`config.mk`:
```
export PLATFORM = sky130hd
export DESIGN_NAME = pll_detector_exact_freq_regs
export DESIGN_NICKNAME = d
export VERILOG_FILES = /design/src/pll_regs_pkg.sv /design/src/pll_detector_exact_freq_regs.sv
export VERILOG_INCLUDE_DIRS = /design/src /design/src/src
export SDC_FILE = /design/constraint.sdc
export NUM_CORES = 1
export LEC_CHECK = 0
export ABC_CLOCK_PERIOD_IN_PS = 800
export BUFFER_PORTS_ARGS = -buffer_cell sky130_fd_sc_hd__buf_2
export CELL_PAD_IN_SITES_DETAIL_PLACEMENT = 0
export CELL_PAD_IN_SITES_GLOBAL_PLACEMENT = 1
export CORE_MARGIN = 2
export CORE_UTILIZATION = 36
export CTS_CLUSTER_SIZE = 12
export DETAILED_ROUTE_END_ITERATION = 7
export GPL_TIMING_DRIVEN = 0
export HOLD_SLACK_MARGIN = 0.03
export PLACE_DENSITY = 0.85
export SYNTH_ARGS = -nofsm -noshare
export SYNTH_HDL_FRONTEND = slang
export SYNTH_SLANG_ARGS = --single-unit
export TNS_END_PERCENT = 5
```
`constraint.sdc`:
```
create_clock -name clk_sys -period 0.8 [get_ports clk_sys]
set_input_delay 0.16 -clock clk_sys [delete_from_list [all_inputs] [get_ports clk_sys]]
set_output_delay 0.16 -clock clk_sys [all_outputs]
set_load 0.02 [all_outputs]
```
`src/pll_regs_consts.svh`:
```
// Purpose: Addresses, field positions, reset values and timing figures of the
//          detector and exact frequency registers.
// Assumes: Included by bare name wherever the constants are needed.
// Notes:   Definitions only.
`ifndef PLL_REGS_CONSTS_SVH
`define PLL_REGS_CONSTS_SVH

`define REG_ADDR_W        5
`define REG_DATA_W        24
`define DETECTOR_ADDR     5'h0B
`define EXACT_ADDR        5'h0C

`define DETECTOR_RESET    24'h0F8061
`define EXACT_RESET       14'h0000

`define DELAY_MSB         2
`define DELAY_LSB         0
`define UP_EN_BIT         5
`define DOWN_EN_BIT       6
`define SLIP_MSB          8
`define SLIP_LSB          7
`define FORCE_UP_BIT      9
`define FORCE_DOWN_BIT    10
`define RSV_MSB           21
`define RSV_LSB           11
`define RSV_RESET         11'h1F0
`define LEVEL_BIT         22

`define EXACT_MSB         13
`define EXACT_W           14
`define EXACT_MIN_COUNT   14'h0002

`define SLIP_OFF          2'h0
`define SLIP_SMALL        2'h1
`define SLIP_MID          2'h2
`define SLIP_LARGE        2'h3
`define SLIP_TH_W         16
`define SLIP_TH_OFF_PS    16'h0000
`define SLIP_TH_SMALL_PS  16'h1518
`define SLIP_TH_MID_PS    16'h3840
`define SLIP_TH_LARGE_PS  16'h5E24

`endif

```
`src/pll_regs_pkg.sv`:
```
// Purpose: Types shared by the detector / exact frequency register bank.
// Assumes: pll_regs_consts.svh supplies widths.
// Notes:   Whole module state is one packed struct.
`include "pll_regs_consts.svh"

package pll_regs_pkg;

	typedef struct packed {
		logic [`REG_DATA_W-1:0] detector_cfg;
		logic [`EXACT_W-1:0]    exact_cfg;
		logic                   up_s1;
		logic                   up_s2;
		logic                   down_s1;
		logic                   down_s2;
		logic                   charge_pump_up;
		logic                   charge_pump_down;
		logic [`SLIP_TH_W-1:0]  slip_threshold_ps;
		logic                   exact_enable;
		logic [`REG_DATA_W-1:0] rdata;
		logic                   rvalid;
		logic                   written;
	} state_t;

endpackage

```
`src/pll_detector_exact_freq_regs.sv`:
```
// Purpose: Detector configuration and exact frequency count registers,
//          with the detector output gating and test overrides they steer.
// Assumes: Register strobes come from the serial port engine on clk_sys;
//          detector pulses arrive from outside and are synchronised here.
// Notes:   Reads answer one cycle after the strobe; writes land at once.
//          Charge pump outputs lag the detector pins by three clocks.
//          Exact enable trails the stored count by one clock.
//
// Notes on behaviour
// RULE1: Bits 2:0 of the detector register hold a read/write reset-path delay select, default 1.
// RULE2: The detector up output passes only while bit 5 is 1, read/write, default 1.
// RULE3: The detector down output passes only while bit 6 is 1, read/write, default 1.
// RULE4: Bits 8:7 select the slip threshold: off, 5.4 ns, 14.4 ns or 24.1 ns.
// RULE5: Bit 9 set forces the charge pump up output on, default 0, test only.
// RULE6: Bit 10 set forces the charge pump down output on, default 0, test only.
// RULE7: Bit 22 picks the serial-out pin level, 0 for 1.8 V and 1 for 3.3 V, default 0.
// RULE8: Reset loads the detector register at 0x0B with 0x0F8061, reserved 21:11 being 0x1F0.
// RULE9: Bits 13:0 of the exact register hold a channel count; 0 and 1 disable, 2 up enable.
// RULE10: The host picks a count that makes comparison rate over correction rate an integer.
// RULE11: Reset clears the exact register at 0x0C to zero, leaving the mode off.
// RULE12: The host writes reserved fields back at their defaults and relies on none of them; the bench writes ones into exact bits 23:14.
`timescale 1ns/1ps
`include "pll_regs_consts.svh"

module pll_detector_exact_freq_regs (
	input  wire logic                    clk_sys,                     // System clock, 250 MHz
	input  wire logic                    rstn,                        // Async reset, active low
	input  wire logic                    wr_en,                       // Register write strobe
	input  wire logic                    rd_en,                       // Register read strobe
	input  wire logic [`REG_ADDR_W-1:0]  addr,                        // Register address
	input  wire logic [`REG_DATA_W-1:0]  wdata,                       // Write data
	output logic      [`REG_DATA_W-1:0]  rdata,                       // Read data
	output logic                         rvalid,                      // Read data valid pulse
	input  wire logic                    detector_up_in,              // Raw detector up pulse
	input  wire logic                    detector_down_in,            // Raw detector down pulse
	output logic      [2:0]              reset_path_delay_select,     // Reset path delay
	output logic                         detector_up_output_enable,   // Up output enable
	output logic                         detector_down_output_enable, // Down output enable
	output logic      [1:0]              slip_prevention_mode,        // Slip mode field
	output logic      [`SLIP_TH_W-1:0]   slip_threshold_ps,           // Slip threshold, ps
	output logic                         charge_pump_up,              // Charge pump up drive
	output logic                         charge_pump_down,            // Charge pump down drive
	output logic                         lock_serial_out_3v3,         // Serial-out pin level
	output logic      [`EXACT_W-1:0]     exact_channel_count,         // Exact mode count
	output logic                         exact_enable                 // Exact mode active
);

	pll_regs_pkg::state_t st_r;
	pll_regs_pkg::state_t st_nxt;

	// Threshold in picoseconds for each slip mode
	function automatic logic [`SLIP_TH_W-1:0] slip_threshold(input logic [1:0] mode);
		case (mode)
			`SLIP_OFF:   slip_threshold = `SLIP_TH_OFF_PS;
			`SLIP_SMALL: slip_threshold = `SLIP_TH_SMALL_PS;
			`SLIP_MID:   slip_threshold = `SLIP_TH_MID_PS;
			`SLIP_LARGE: slip_threshold = `SLIP_TH_LARGE_PS;
			default:     slip_threshold = `SLIP_TH_OFF_PS;
		endcase
	endfunction

	always_comb begin
		st_nxt = st_r;
		// Detector pulses are asynchronous to clk_sys
		st_nxt.up_s1   = detector_up_in;
		st_nxt.up_s2   = st_r.up_s1;
		st_nxt.down_s1 = detector_down_in;
		st_nxt.down_s2 = st_r.down_s1;

		// Whole word stored, reserved bits included, so readback is exact
		if (wr_en && addr == `DETECTOR_ADDR) begin
			st_nxt.detector_cfg = wdata;                                  // RULE1
			st_nxt.written      = 1'b1;
		end
		// Bits above the count are not stored and read back as zero
		if (wr_en && addr == `EXACT_ADDR) begin
			st_nxt.exact_cfg = wdata[`EXACT_MSB:0];                       // RULE9
			st_nxt.written   = 1'b1;
		end

		// Force wins over enable so a test can run the pump alone
		st_nxt.charge_pump_up = (st_r.up_s2 & st_r.detector_cfg[`UP_EN_BIT])   // RULE2
			| st_r.detector_cfg[`FORCE_UP_BIT];                               // RULE5
		st_nxt.charge_pump_down = (st_r.down_s2 & st_r.detector_cfg[`DOWN_EN_BIT]) // RULE3
			| st_r.detector_cfg[`FORCE_DOWN_BIT];                             // RULE6
		// Registered decode, one cycle behind the mode field
		st_nxt.slip_threshold_ps =
			slip_threshold(st_r.detector_cfg[`SLIP_MSB:`SLIP_LSB]);            // RULE4
		st_nxt.exact_enable = (st_r.exact_cfg >= `EXACT_MIN_COUNT);         // RULE9

		// Read sees the value before a same-cycle write
		st_nxt.rvalid = rd_en;
		st_nxt.rdata  = '0;
		if (rd_en) begin
			case (addr)
				`DETECTOR_ADDR: st_nxt.rdata = st_r.detector_cfg;
				`EXACT_ADDR:    st_nxt.rdata = {{(`REG_DATA_W-`EXACT_W){1'b0}}, st_r.exact_cfg};
				default:        st_nxt.rdata = '0;
			endcase
		end
	end

	// Reset values are constants only; reserved field included
	always_ff @(posedge clk_sys or negedge rstn) begin
		if (!rstn) begin
			st_r <= '{detector_cfg: `DETECTOR_RESET,                       // RULE8
				exact_cfg: `EXACT_RESET,                                    // RULE11
				default: '0};
		end else begin
			st_r <= st_nxt;
		end
	end

	assign rdata                       = st_r.rdata;
	assign rvalid                      = st_r.rvalid;
	assign reset_path_delay_select     = st_r.detector_cfg[`DELAY_MSB:`DELAY_LSB];
	assign detector_up_output_enable   = st_r.detector_cfg[`UP_EN_BIT];
	assign detector_down_output_enable = st_r.detector_cfg[`DOWN_EN_BIT];
	assign slip_prevention_mode        = st_r.detector_cfg[`SLIP_MSB:`SLIP_LSB];
	assign slip_threshold_ps           = st_r.slip_threshold_ps;
	assign charge_pump_up              = st_r.charge_pump_up;
	assign charge_pump_down            = st_r.charge_pump_down;
	assign lock_serial_out_3v3         = st_r.detector_cfg[`LEVEL_BIT];   // RULE7
	assign exact_channel_count         = st_r.exact_cfg;
	assign exact_enable                = st_r.exact_enable;
endmodule

```
# Word-level counts from Yosys, hierarchy flattened
# Index checks and enable logic that the tools add are counted.
[classes] reduce_logical=3 bitwise=4 eq_ne=5 order_cmp=1 n_mux=3
[ops] cell="one-hot mux 16 bit (4 select lines)" n=1
[ops] cell="one-hot mux 24 bit (2 select lines)" n=1
[ops] cell="two-way mux 24 bit" n=1
[ops] cell=">= comparator 14 x 2 -> 1 bit, second input constant" n=1
[ops] cell="== test 5 x 4 -> 1 bit, second input constant" n=2
[ops] cell="== test 2 bit, second input constant" n=2
[ops] cell="bitwise AND 1 bit" n=2
[ops] cell="== test 2 x 1 -> 1 bit, second input constant" n=1
[ops] cell="logical AND 1 bit" n=2
[ops] cell="logical NOT 2 bit" n=1
[ops] cell="OR 1 bit" n=2
[totals] output_inout_bits=66 register_bits=86

# Logic depth before layout (Yosys ltp)
[logic_depth] ltp_word=3 mapped_depth=5

# Least setup slack after synthesis
# Ideal clock, no wire load.
[synth_timing] path_type="input port to flip-flop" startpoint="input port addr[4]" endpoint="register st_r, in the netlist exact_channel_count[10]" path_buffers=2 stages=5 path_slack_ns=-0.586 arrival_ns=1.261 path_cell_list="nand2b_1 -> or4_1 -> buf_2 -> buf_6 -> mux2_4"
[synth_between] elab_chain_len=2
[synth_lines] item="start: declaration" line="pll_detector_exact_freq_regs.sv:30" rtl="input wire logic [`REG_ADDR_W-1:0] addr,"
[synth_lines] item="== test 5 x 4 -> 1 bit"
[synth_lines] item="logical AND 1 bit (no line)"
[synth_lines] item="end signal: assignment" line="pll_detector_exact_freq_regs.sv:106" rtl="st_r <= '{detector_cfg: `DETECTOR_RESET,"
[synth_lines] item="end signal: assignment" line="pll_detector_exact_freq_regs.sv:110" rtl="st_r <= st_nxt;"
[synth_lines] item="end: declaration" line="pll_detector_exact_freq_regs.sv:48" rtl="pll_regs_pkg::state_t st_r;"
# No other way between the ends.
# A chain may end at the register's enable or synchronous reset.

# Worst setup path in the final report
[layout_timing] startpoint="register st_r, in the netlist reset_path_delay_select[0]" endpoint="output port reset_path_delay_select[0]"
[layout_lines] item="end: declaration" line="pll_detector_exact_freq_regs.sv:36" rtl="output logic [2:0] reset_path_delay_select,"
# No word-level cell between the ends.

==> metrics <==
status=finished with violations; failing checks=negative hold slack, negative setup slack; Post-Synthesis Cell Area=around 0.0032 sq mm; CP Launch Type=register; CTS Buffer Depth=2; via count=between 2k and 2.5k; Worst Hold Slack=-0.2448 ns; Area Growth Syn to Fin=50.73%; slowest stage delay, CP=~0.55 ns; RD Place Congestion=0.7109; reg2reg end=exact_enable$_DFF_PN0_; Req. time, crit path=around 0.64 ns; row count=34; Post-synth EDFFs=0; setup ws final=-0.4348 ns; Max Clock Skew=0.01113 ns; Synth Instances=between 200 and 250; top cells by area, synth=dfrtp_1 (54%), buf_4 (14%), mux2_2 (9.9%); Final Slew Violations=0; IO Count=between 100 and 150; fin nets=around 390; placeable core area=0.008636 sq mm; die width=around 98 microns; Setup TNS=-34.19 ns; YS warnings=0; pin count of the biggest net entering global routing=44; Inst Count DP=roughly 430; # setup viols final=roughly 130; CTS tree=yes; Crit Path Max Fanout=2; HP Class=input pin to async pin; Post-synth top flop=dfrtp_1; Worst path most repeated cell=buf_6; die area=about 0.0096 sq mm; vias in the first global route=2,186; Pre-Repair DR Iteration Count=4; DR WL/cell=13.88 microns; via/cell ratio=4.417; DR iter-0 viols=45; largest area contributor in the netlist=dfrtp_1; top-count cell post-synth=dfrtp_1; pwr/cell area=between 2000 and 2500 mW/mm^2; initial antenna violation count=0; IR drop worst, VDD=about 1.1 mV; final cycle utilization of the critical path=154.3%; min Tclk post-route=1.235 ns; total CTS buffers=9; Buffers on Ports=96; sequential fraction of the synthesis area=approximately three fifths; Synth Area per Inst=roughly 14 sq um; clk_lat worst skew=0.34 ns; CP max stage cell=dfstp_2; crit end category=output pin; R2R Path Start=exact_channel_count[9]$_DFFE_PN0P_; Max H-tree Level=3; hold buffer count at cts=3; ys async rst share=100.0%; max-cap check violation count=0; post-route ant nets=0; Distinct cells, synth=23; Overflow after GRT=0; layout cell share with drive strength beyond 1=just under 70%; Fmax=approximately 810 MHz; Fill cells=between 700 and 800; total track usage=~14%; HPWL after DPL=4.395 mm; RSZ-0062 raised after global routing=yes; Reg2Reg Depth=4; # diodes=0; synth cell count leaders=dfrtp_1 (68), buf_4 (59), mux2_2 (28); Remaining DRCs=0; power after layout=between 10 and 15 mW; Hold Vio Cnt, Final=28; Post-Layout Cell Count=~460; Leak Pwr=2.432 nW; total clock sinks=76; die height=97.90 microns; Clk pin slew, worst setup/hold paths=approximately 0.080 ns; Initial Util=a little under two fifths; global-route wire length before repair=around 11 mm; crit path cell chain=buf_6, buf_6; R2R setup slack=-0.25 ns; area share of the largest cell type after synthesis=between 50% and 60%; DRT Wirelength=roughly 6.4 mm; number of synthesized register bits=between 70 and 80; Critical Path AT=1.07 ns; Root Buffer=clkbuf_8; kind of critical path=register to output pin
==> sequential cells by signal, indices dropped and copies added, names as in the netlist <==
signal                       cells
slip_threshold_ps                6
rvalid                           1
detector_up_output_enable        1
detector_down_output_enable      1
lock_serial_out_3v3              1
st_nxt                           2
slip_prevention_mode             2
charge_pump_up                   1
charge_pump_down                 1
st_r                            18
rdata                           24
reset_path_delay_select          3
exact_channel_count             14
exact_enable                     1
==> report_power, final <==
part	internal, mW	leakage [nW]	switching [mW]
clock	1.84	0.113	1.42
combinational	1.75	1.35	1.12
sequential	4.39	0.967	0.380
==> cell families after synthesis <==
kind of cell,count (synthesis),synth area share [%]
flops,76,60.23
buf+inv,68,15.37
mux,38,14.66
simple gates,27,5.282
compound gates,16,4.336
other cells,1,0.1181
==> cell usage in the layout, fill, tap and decap left out, types with 4 or more instances in the layout <==
master    count
a22o_1       14
and2_1       11
buf_2        35
buf_4        25
buf_6       107
clkbuf_8     10
conb_1        4
dfrtp_1      65
dfstp_2       8
mux2_2       26
mux2_4       12
==> critical path, delay by kind of cell, from the launching register on <==
kind     cells  cell delay [ns]
buf+inv      2             0.19
flops        1             0.55
==> through the flow <==
step	setup WS [ns]	area [sq um]	utilization (%)
detailed placement	-1.018	3847	44.55
global placement	-0.9829	3825	44.29
floorplan	-0.5763	3209	-
global route	-0.4868	4785	55.40
finish	-0.4348	4785	55.40
CTS	-0.4609	4639	53.72
==> how the worst max path moves through the flow <==
stage / start / end / slack (ns) / depth (start not counted)
global placement: addr[2] / st_r[75]$_DFFE_PN0P_ / -0.98 / 5
CTS: reset_path_delay_select[0]$_DFFE_PN1P_ / reset_path_delay_select[0] / -0.46 / 2
detailed placement: addr[2] / slip_prevention_mode[0]$_DFFE_PN0P_ / -1.02 / 5
floorplan: addr[4] / exact_channel_count[10]$_DFFE_PN0P_ / -0.58 / 5
global route: reset_path_delay_select[0]$_DFFE_PN1P_ / reset_path_delay_select[0] / -0.49 / 2
finish: reset_path_delay_select[0]$_DFFE_PN1P_ / reset_path_delay_select[0] / -0.43 / 2
==> final cells by class <==
cell class / count / area, sq um / share of cell area [%]
Multi-Input combinational cell: 85 / 834.6 / 17.44
Clock inverter: 6 / 86.33 / 1.804
Buffer: 68 / 680.7 / 14.23
Tap cell: 108 / 135.1 / 2.824
Sequential cell: 76 / 1916 / 40.04
Clock buffer: 10 / 137.6 / 2.877
Timing Repair Buffer: 110 / 994.7 / 20.79
==> layer usage <==
metal	part of all wire [%]	GRT usage (%)	vias to the layer above
met1	38	16.29	1016
li1	-	-	949
met5	0	0	-
met3	6.6	5.225	13
met4	1.4	3.526	0
met2	54	24.55	67
==> repair_timing <==
| item | in CTS | in global routing |
|---|---|---|
| endpoints found under the setup margin | 126 | 126 |
| endpoints found under the hold margin | 31 | 28 |
| resized for setup | 151 | 32 |
| buffers inserted | 5 | 5 |
| pin swaps | 4 | 1 |
No activity file was read; power rests on OpenSTA's default activity.
